`src/rtl/ebwc_regs.svh`:
```
// constants of the byte-wide non-volatile store controller
// How it works
// (RULE1) software loads index and value before writing
// (RULE2) go without program enable starts nothing
// (RULE3) write timed by asynchronous timer oscillator
// (RULE4) hardware clears write go when done
// (RULE5) software polls go bit or takes interrupt
// (RULE6) software masks global interrupts around start
// (RULE7) program enable clear after power-on
// (RULE8) pointer high byte resets to sector zero
// (RULE9) write end sets done and shared flags
// (RULE10) vector needs all enables and free stack
// (RULE11) service clears shared flag, not done flag
// (RULE12) no idle or sleep during access
// (RULE13) keep enable and pointer cleared when idle
// (RULE14) optional read back after writing
// (RULE15) control reached via pointer 01H/040H
// (RULE16) program enable bit 3, go bit 2
// (RULE17) read: enable, go, poll, then fetch
// (RULE18) read go needs read enable; value kept
// (RULE19) never set enable and go together
// (RULE20) 256 bytes, unused index bits read zero
// (RULE21) write length counted in timer domain
`ifndef EBWC_REGS_SVH
`define EBWC_REGS_SVH
// sector-0 register addresses on the core port
`define EBWC_ADR_INDIRECT 8'h01
`define EBWC_ADR_PTR_LO 8'h02
`define EBWC_ADR_PTR_HI 8'h03
`define EBWC_ADR_INDEX 8'h10
`define EBWC_ADR_VALUE 8'h11
`define EBWC_ADR_IRQ_EN 8'h12
`define EBWC_ADR_IRQ_FLAG 8'h13
// control register location behind the pointer
`define EBWC_CTL_SECTOR 8'h01
`define EBWC_CTL_OFFSET 8'h40
// control register bit positions
`define EBWC_CTL_PEN_BIT 3
`define EBWC_CTL_PGO_BIT 2
`define EBWC_CTL_REN_BIT 1
`define EBWC_CTL_RGO_BIT 0
// interrupt enable and flag bit positions
`define EBWC_IEN_GLOBAL_BIT 0
`define EBWC_IEN_DONE_BIT 1
`define EBWC_IEN_MF_BIT 2
`define EBWC_FLG_DONE_BIT 0
`define EBWC_FLG_MF_BIT 1
// reset values and sizes
`define EBWC_RST_BYTE 8'h00
`define EBWC_INDEX_MASK 8'hFF
`define EBWC_WRITE_TICKS 8'h10
`endif

```
`src/rtl/ebwc_pkg.sv`:
```
// types of the byte-wide non-volatile store controller
`default_nettype none
package ebwc_pkg;
  // control register fields, msb first as stored
  typedef struct packed {
    logic program_enable;
    logic program_go;
    logic read_enable;
    logic read_go;
  } ebwc_ctl_t;
  // interrupt enables and request flags
  typedef struct packed {
    logic global_irq_enable;
    logic nvm_done_irq_en;
    logic mf_irq_en;
    logic nvm_done_flag;
    logic mf_flag;
  } ebwc_irq_t;
  // access sequencer states
  typedef enum logic [1:0] {
    EBWC_IDLE = 2'b00,
    EBWC_WRITE = 2'b01,
    EBWC_READ = 2'b10
  } ebwc_state_t;
endpackage : ebwc_pkg
`default_nettype wire

```
`src/rtl/ebwc_ctrl.sv`:
```
// byte-wide non-volatile store controller with core register port
`timescale 1ns/1ps
`default_nettype none
`include "ebwc_regs.svh"
module ebwc_ctrl
  import ebwc_pkg::*;
(
  input wire logic ref_clk,
  input wire logic rst_n,
  input wire logic sfr_wr,
  input wire logic sfr_rd,
  input wire logic [7:0] sfr_addr,
  input wire logic [7:0] sfr_wdata,
  output logic [7:0] sfr_rdata_q,
  input wire logic timer_osc,
  input wire logic stack_full,
  output logic irq_vector_q,
  output logic write_busy_q
);

  // true when the pointer pair selects the control register
  function automatic logic ctl_selected(input logic [7:0] hi,
                                        input logic [7:0] lo);
    ctl_selected = (hi == `EBWC_CTL_SECTOR) && (lo == `EBWC_CTL_OFFSET);
  endfunction : ctl_selected

  // control register as the core reads it, reserved bits zero
  function automatic logic [7:0] ctl_byte(input ebwc_ctl_t c);
    logic [7:0] b;
    b = `EBWC_RST_BYTE;
    b[`EBWC_CTL_PEN_BIT] = c.program_enable;
    b[`EBWC_CTL_PGO_BIT] = c.program_go;
    b[`EBWC_CTL_REN_BIT] = c.read_enable;
    b[`EBWC_CTL_RGO_BIT] = c.read_go;
    ctl_byte = b;
  endfunction : ctl_byte

  // stored bytes, no reset: the content is non-volatile
  logic [7:0] mem [0:255];

  // sequencer and register state
  ebwc_state_t st_q, st_d;
  ebwc_ctl_t ctl_q, ctl_d;
  ebwc_irq_t irq_q, irq_d;
  logic [7:0] idx_q, idx_d; // cell_index_reg
  logic [7:0] val_q, val_d; // cell_value_reg
  logic [7:0] plo_q, plo_d; // pointer_low_byte
  logic [7:0] phi_q, phi_d; // pointer_high_byte
  logic [7:0] ticks_q, ticks_d; // timer ticks seen in this write
  logic [7:0] rdata_d;
  logic vec_d;
  logic busy_d; // a write cycle runs in the next cycle
  logic mem_we; // commit the value byte at write end

  // timer oscillator synchroniser and its filtered level
  logic osc_s1_q, osc_s2_q, osc_s3_q;
  logic lvl_q, lvl_d;
  logic tick; // one pulse per filtered rising timer edge
  logic wr_done; // write cycle ends this cycle
  logic sel; // control register is addressed

  // three stages: the oscillator is unrelated to ref_clk
  always_ff @(posedge ref_clk or negedge rst_n) begin
    if (!rst_n) begin
      osc_s1_q <= 1'b0;
      osc_s2_q <= 1'b0;
      osc_s3_q <= 1'b0;
    end else begin
      osc_s1_q <= timer_osc;
      osc_s2_q <= osc_s1_q;
      osc_s3_q <= osc_s2_q;
    end
  end

  // an edge counts once stages two and three agree [RULE3]
  assign tick = (osc_s2_q == osc_s3_q) && osc_s2_q && !lvl_q;
  // the timer tick count decides the end, not ref_clk [RULE21]
  assign wr_done = (st_q == EBWC_WRITE) && tick &&
                   (ticks_q == `EBWC_WRITE_TICKS - 8'h01);
  assign sel = ctl_selected(phi_q, plo_q);

  // next values of all register and sequencer state
  always_comb begin
    st_d = st_q;
    ctl_d = ctl_q;
    irq_d = irq_q;
    idx_d = idx_q;
    val_d = val_q;
    plo_d = plo_q;
    phi_d = phi_q;
    ticks_d = ticks_q;
    lvl_d = lvl_q;
    rdata_d = sfr_rdata_q;
    vec_d = 1'b0;
    mem_we = 1'b0;
    // follow the oscillator only once it is stable
    if (osc_s2_q == osc_s3_q) begin
      lvl_d = osc_s2_q;
    end
    // core writes; go bits only look at the enables already held
    if (sfr_wr) begin
      case (sfr_addr)
        `EBWC_ADR_INDEX: idx_d = sfr_wdata & `EBWC_INDEX_MASK; // [RULE20]
        `EBWC_ADR_VALUE: val_d = sfr_wdata;
        `EBWC_ADR_PTR_LO: plo_d = sfr_wdata;
        `EBWC_ADR_PTR_HI: phi_d = sfr_wdata;
        `EBWC_ADR_IRQ_EN: begin
          irq_d.global_irq_enable = sfr_wdata[`EBWC_IEN_GLOBAL_BIT];
          irq_d.nvm_done_irq_en = sfr_wdata[`EBWC_IEN_DONE_BIT];
          irq_d.mf_irq_en = sfr_wdata[`EBWC_IEN_MF_BIT];
        end
        `EBWC_ADR_IRQ_FLAG: begin
          // software clears the done flag itself [RULE11]
          irq_d.nvm_done_flag = sfr_wdata[`EBWC_FLG_DONE_BIT];
          irq_d.mf_flag = sfr_wdata[`EBWC_FLG_MF_BIT];
        end
        `EBWC_ADR_INDIRECT: begin
          // only sector 1 offset 40H reaches control [RULE15]
          if (sel) begin
            ctl_d.program_enable = sfr_wdata[`EBWC_CTL_PEN_BIT]; // [RULE16]
            ctl_d.read_enable = sfr_wdata[`EBWC_CTL_REN_BIT];
            // write start needs enable already set [RULE2] [RULE16]
            if (sfr_wdata[`EBWC_CTL_PGO_BIT] && ctl_q.program_enable &&
                !sfr_wdata[`EBWC_CTL_RGO_BIT] && st_q == EBWC_IDLE) begin
              ctl_d.program_go = 1'b1;
              ticks_d = 8'h00;
              st_d = EBWC_WRITE;
            end
            // read start likewise needs read enable [RULE18]
            if (sfr_wdata[`EBWC_CTL_RGO_BIT] && ctl_q.read_enable &&
                !sfr_wdata[`EBWC_CTL_PGO_BIT] && st_q == EBWC_IDLE) begin
              ctl_d.read_go = 1'b1;
              st_d = EBWC_READ;
            end
          end
        end
        default: ; // other addresses belong elsewhere
      endcase
    end
    // core reads; an unselected indirect port reads zero
    if (sfr_rd) begin
      case (sfr_addr)
        `EBWC_ADR_INDEX: rdata_d = idx_q;
        `EBWC_ADR_VALUE: rdata_d = val_q;
        `EBWC_ADR_PTR_LO: rdata_d = plo_q;
        `EBWC_ADR_PTR_HI: rdata_d = phi_q;
        `EBWC_ADR_IRQ_EN: begin
          rdata_d = `EBWC_RST_BYTE;
          rdata_d[`EBWC_IEN_GLOBAL_BIT] = irq_q.global_irq_enable;
          rdata_d[`EBWC_IEN_DONE_BIT] = irq_q.nvm_done_irq_en;
          rdata_d[`EBWC_IEN_MF_BIT] = irq_q.mf_irq_en;
        end
        `EBWC_ADR_IRQ_FLAG: begin
          rdata_d = `EBWC_RST_BYTE;
          rdata_d[`EBWC_FLG_DONE_BIT] = irq_q.nvm_done_flag;
          rdata_d[`EBWC_FLG_MF_BIT] = irq_q.mf_flag;
        end
        `EBWC_ADR_INDIRECT:
          rdata_d = sel ? ctl_byte(ctl_q) : `EBWC_RST_BYTE;
        default: rdata_d = `EBWC_RST_BYTE;
      endcase
    end
    // vector: all three enables, both flags, room on the stack
    if (irq_q.global_irq_enable && irq_q.nvm_done_irq_en &&
        irq_q.mf_irq_en && irq_q.nvm_done_flag && irq_q.mf_flag &&
        !stack_full && !irq_vector_q) begin // [RULE10]
      vec_d = 1'b1;
      irq_d.mf_flag = 1'b0; // only the shared flag is serviced [RULE11]
    end
    // sequencer; placed last so hardware events beat core clears
    case (st_q)
      EBWC_IDLE: ;
      EBWC_WRITE: begin
        // value register is read at the end, so hold it steady
        if (wr_done) begin
          mem_we = 1'b1;
          ctl_d.program_go = 1'b0; // [RULE4]
          irq_d.nvm_done_flag = 1'b1; // [RULE9]
          irq_d.mf_flag = 1'b1; // [RULE9]
          st_d = EBWC_IDLE;
        end else if (tick) begin
          ticks_d = ticks_q + 8'h01; // [RULE21]
        end
      end
      EBWC_READ: begin
        // fetched byte stays until the next access [RULE18]
        val_d = mem[idx_q];
        ctl_d.read_go = 1'b0;
        st_d = EBWC_IDLE;
      end
      default: st_d = EBWC_IDLE;
    endcase
    // busy follows the state that the sequencer enters
    busy_d = (st_d == EBWC_WRITE);
  end

  // register all state; power-on clears protection state [RULE7] [RULE8]
  always_ff @(posedge ref_clk or negedge rst_n) begin
    if (!rst_n) begin
      st_q <= EBWC_IDLE;
      ctl_q <= '0;
      irq_q <= '0;
      idx_q <= `EBWC_RST_BYTE;
      val_q <= `EBWC_RST_BYTE;
      plo_q <= `EBWC_RST_BYTE;
      phi_q <= `EBWC_RST_BYTE;
      ticks_q <= 8'h00;
      lvl_q <= 1'b0;
      sfr_rdata_q <= `EBWC_RST_BYTE;
      irq_vector_q <= 1'b0;
      write_busy_q <= 1'b0;
    end else begin
      st_q <= st_d;
      ctl_q <= ctl_d;
      irq_q <= irq_d;
      idx_q <= idx_d;
      val_q <= val_d;
      plo_q <= plo_d;
      phi_q <= phi_d;
      ticks_q <= ticks_d;
      lvl_q <= lvl_d;
      sfr_rdata_q <= rdata_d;
      irq_vector_q <= vec_d;
      write_busy_q <= busy_d;
    end
  end

  // store commit, kept apart since the array has no reset
  always_ff @(posedge ref_clk) begin
    if (mem_we) begin
      mem[idx_q] <= val_q;
    end
  end
endmodule : ebwc_ctrl
`default_nettype wire

```
`config.mk`:
```
export PLATFORM = sky130hd
export DESIGN_NAME = ebwc_ctrl
export DESIGN_NICKNAME = d
export VERILOG_FILES = /design/src/rtl/ebwc_pkg.sv /design/src/rtl/ebwc_ctrl.sv
export VERILOG_INCLUDE_DIRS = /design/src /design/src/rtl
export SDC_FILE = /design/constraint.sdc
export NUM_CORES = 2
export LEC_CHECK = 0
export BUFFER_PORTS_ARGS = -buffer_cell sky130_fd_sc_hd__buf_2
export CAP_MARGIN = 30
export CORE_MARGIN = 2
export CORE_UTILIZATION = 50
export CTS_BUF_LIST = sky130_fd_sc_hd__clkbuf_2 sky130_fd_sc_hd__clkbuf_4 sky130_fd_sc_hd__clkbuf_8
export DETAILED_ROUTE_END_ITERATION = 8
export GPL_TIMING_DRIVEN = 0
export MAX_ROUTING_LAYER = met4
export PLACE_DENSITY = 0.65
export SETUP_SLACK_MARGIN = 0.2
export SLEW_MARGIN = 20
export SYNTH_ARGS = -nofsm -noshare
export SYNTH_HDL_FRONTEND = slang
export SYNTH_SLANG_ARGS = --single-unit
```
`constraint.sdc`:
```
create_clock -name ref_clk -period 5.7 [get_ports ref_clk]
set_clock_uncertainty 0.1 [all_clocks]
set_input_delay 1.14 -clock ref_clk [delete_from_list [all_inputs] [get_ports ref_clk]]
set_output_delay 1.14 -clock ref_clk [all_outputs]
set_load 0.05 [all_outputs]
```
==> flow_metrics.env <==
export IMPL_run_status="finished, violations left"
export IMPL_violated_checks="negative setup slack"
export IMPL_io_buffers=28
export IMPL_mean_instance_size_in_the_synthesized_netlist_um2=20.4
export IMPL_core_area_mm2=0.165
export IMPL_globalRouteMet1Util=0.481
export IMPL_floorplan_die_width_um=411
export IMPL_synth_warning_count=0
export IMPL_synthDominantAreaCellType="edfxtp_1"
export IMPL_dpl_instance_area_mm2=0.0873
export IMPL_synthToLayoutAreaGrowth_pct=13.5
export IMPL_synth_edf_count=2048
export IMPL_post_drt_wl_per_cell_um=44.0
export IMPL_total_clock_buffers_created_by_cts=352
export IMPL_synth_simple_gate_area_frac=0.0332
export IMPL_die_area_mm2=0.169
export IMPL_grt_busiest_layer="met2"
export IMPL_hpwlAfterDp_um=206000
export IMPL_tmin_final_ps=5730
export IMPL_mappedNetlistNets=4078
export IMPL_clkLatencyLatePin_ps=1070
export IMPL_netlist_cell_type_count=76
export IMPL_floorplan_initialDensity=0.503
export IMPL_grt_max_degree=79
export IMPL_final_setup_viol_count=4
export IMPL_worst_path_largest_cell_delay_ps=970
export IMPL_synth_adder_area_share=0.000302
export IMPL_hold_path_class="primary input to flip-flop"
export IMPL_worstSetupPathType="flip-flop to flip-flop"
export IMPL_synthMuxAreaShare=0.155
export IMPL_power_per_cell_area_mw_per_mm2=337
export IMPL_final_worst_path_setup_slack_ps=-26.3
export IMPL_setup_worst_path_start_class="flip-flop"
export IMPL_area_taken_by_flip_flops_and_latches_mm2=0.0632
export IMPL_multiInputGateArea_mm2=0.0184
export IMPL_final_hold_worst_slack_ps=115
export IMPL_globalRoute_totalOverflow=0
export IMPL_clock_path_buffers=4
export IMPL_die_h_um=411
export IMPL_dr_total_vias=48300
export IMPL_rsz0062_at_grt="no"
export IMPL_routed_via_density=6.92
export IMPL_h_tree_levels=5
export IMPL_critical_path_peak_fanout=10
export IMPL_cts_clk_slew_worst_paths_ps=60
export IMPL_internal_power_mw=24.2
export IMPL_synth_cells_most_frequent="2048 x edfxtp_1, 448 x mux4_2, 303 x nor2_1, 213 x mux2i_1, 131 x a22oi_1"
export IMPL_num_nets_final=4555
export IMPL_synth_compound_area_frac=0.0309
export IMPL_net_switching_power_mw=7.53
export IMPL_finalSetupTns_ps=-82.3
export IMPL_grt_first_pass_wirelength_um=403000
export IMPL_share_clk_of_total_power=0.401
export IMPL_dr_first_iter_drc_count=9415
export IMPL_io_pins=32
export IMPL_detail_route_wirelength_um=307000
export IMPL_finalMaxSlewViolations=0
export IMPL_grt_use_met2=0.521
export IMPL_synth_top_cell_area_share=0.743
export IMPL_switching_share=0.238
export IMPL_drc=0
export IMPL_grt_pass1_vias=45300
export IMPL_grt_antenna_before_repair=21
export IMPL_p_leak_nw=29.0
export IMPL_fill_cells=12200
export IMPL_cp_data_required_time_ps=6250
export IMPL_gp_congestion=1.04
export IMPL_antenna_violating_nets_post_route=0
export IMPL_combinational_family_with_the_most_area_after_synthesis="multiplexers"
export IMPL_final_core_util=0.571
export IMPL_gr_usage_all_layers=0.376
export IMPL_synth_async_sr_flop_share=0.0308
export IMPL_clock_sinks=2113
export IMPL_ys_ff_latch=2113
export IMPL_crit_path_end_kind="flip-flop"
export IMPL_timing_fmax_mhz=175
export IMPL_timing_critical_path_arrival_ps=6280
export IMPL_synth_cells=4054
export IMPL_netlist_area_mm2=0.0828
export IMPL_drtPass1Iterations=6
export IMPL_hold_viol=0
export IMPL_cp_buffers_inverters=7
export IMPL_combPwrFrac=0.061
export IMPL_yosys_cell_count_top_type="edfxtp_1"
export IMPL_synth_xor_area_frac=0.000212
export IMPL_synth_area_leaders="edfxtp_1 74%, mux4_2 12%, mux2i_1 2.6%, dfrtp_1 2.0%, nor2_1 1.4%"
export IMPL_cts_tree="built"
export IMPL_synth_sequential_area_ratio=0.762
export IMPL_reg2reg_setup_slack_ps=-30
export IMPL_pwr_share_seq=0.539
export IMPL_timing_slew_headroom=0.244
export IMPL_cts_root_buf="clkbuf_8"
export IMPL_worst_pin_slew_ps=1130
export IMPL_fp_row_count=149
export IMPL_period_share=1.00
export IMPL_worst_path_max_delay_cell="nor2_1"
export IMPL_peakVddDrop_mv=0.284
export IMPL_final_area_mm2=0.0940
export IMPL_worst_path_dominant_cell_family="buffers and inverters"
export IMPL_met3_usage=0.128
export IMPL_path_cells="buf_2, buf_2, buf_4, clkbuf_4, buf_4, buf_2, nor3_1, nand2_1, clkbuf_2, nor2_1"
export IMPL_critPathMostFrequentCell="buf_2"
export IMPL_yosys_most_used_dff="edfxtp_1"
export IMPL_post_route_cells_drive_above_1_share=0.291
export IMPL_cap_viol_max_count=0
## what timing repair did
action                                 CTS  global route
hold buffers                             1             0
gates resized for setup                 37            25
endpoints found under the hold margin   14             0
setup endpoints to repair              656           321
pin swaps                                0             0
buffers inserted                         0             0
## sequential cells by signal, summed over array words and instances (netlist names), 5 cells and up
| signal | count |
|---|---|
| mem | 2048 |
| idx_q | 8 |
| phi_q | 8 |
| plo_q | 8 |
| sfr_rdata_q | 8 |
| ticks_q | 8 |
| val_q | 8 |
| irq_q | 5 |
## cell families (layout without fill, tap and decap cells)
family	Yosys count	in the layout
muxes	716	716
DFF	2113	2113
other	0	21
xor gates and xnor gates	2	2
and+or+nand+nor	593	593
buffers and inverters	268	987
adders and majority gates	2	2
AOI/OAI and AO/OA	360	360
## power by group through the flow
stage / Combinational (mW) / Clock (mW) / Sequential, mW
floorplan: 0.763 / 0 / 17.5
global placement: 1.55 / 0 / 17.7
detailed placement: 1.83 / 0 / 17.4
CTS: 1.84 / 12.6 / 17.1
global route: 1.89 / 13.3 / 17.1
finish: 1.93 / 12.7 / 17.1
## final timing paths
check / start / to / cells after the start
worst max-delay path: idx_q[1] / mem[212][3] / 10
worst min-delay path: timer_osc / osc_s1_q / 1
worst max register to register: idx_q[1] / mem[212][3] / 10
worst min register to register: osc_s1_q / osc_s2_q / 0
max in group asynchronous: rst_n / val_q[7] / 3
min in group asynchronous: rst_n / ticks_q[7] / 2
## stage by stage
| step | std cells | worst slack, ps | power (mW) |
|---|---|---|---|
| floorplan | 4054 | 1290 | 18.3 |
| global placement | 6271 | -2630 | 19.2 |
| detailed placement | 6347 | -208 | 19.2 |
| CTS | 6944 | -1.34 | 31.5 |
| global route | 6973 | 192 | 32.2 |
| finish | 6983 | -26.3 | 31.7 |
## final cells by class
cell class / count / share of cell area
flip-flops and latches: 2113 / 0.672
multi-input cells: 1673 / 0.196
clock buffers: 453 / 0.0600
well taps: 2189 / 0.0291
repair buffers: 123 / 0.0187
plain buffers: 254 / 0.0161
clock inverters: 143 / 0.00755
inverters: 14 / 0.000559
diodes: 21 / 0.000559
## cells in the final DEF, fill, tap and decap left out, drive strengths merged, types with 8 or more instances in the layout
cell type	synthesis	final
a211oi	11	11
a21oi	52	52
a221oi	16	16
a22o	12	12
a22oi	131	131
a31oi	11	11
and3	11	11
buf	153	275
clkbuf	101	554
clkinv	0	134
dfrtp	65	65
diode	0	21
edfxtp	2048	2048
inv	14	16
mux2	55	55
mux2i	213	213
mux4	448	448
nand2	94	94
nand3	75	75
nand4	21	21
nor2	303	303
nor2b	21	21
nor3	12	12
nor4	8	8
o2111ai	8	8
o211ai	12	12
o21ai	38	38
o22ai	25	25
## per-layer routing
layer | vias to the layer above | share of wire
met1 | 25200 | 0.35
met4 | 0 | 0.072
met5 | - | 0
met2 | 4332 | 0.43
met3 | 921 | 0.15
li1 | 17800 | -
(Power assumes the default switching activity.)
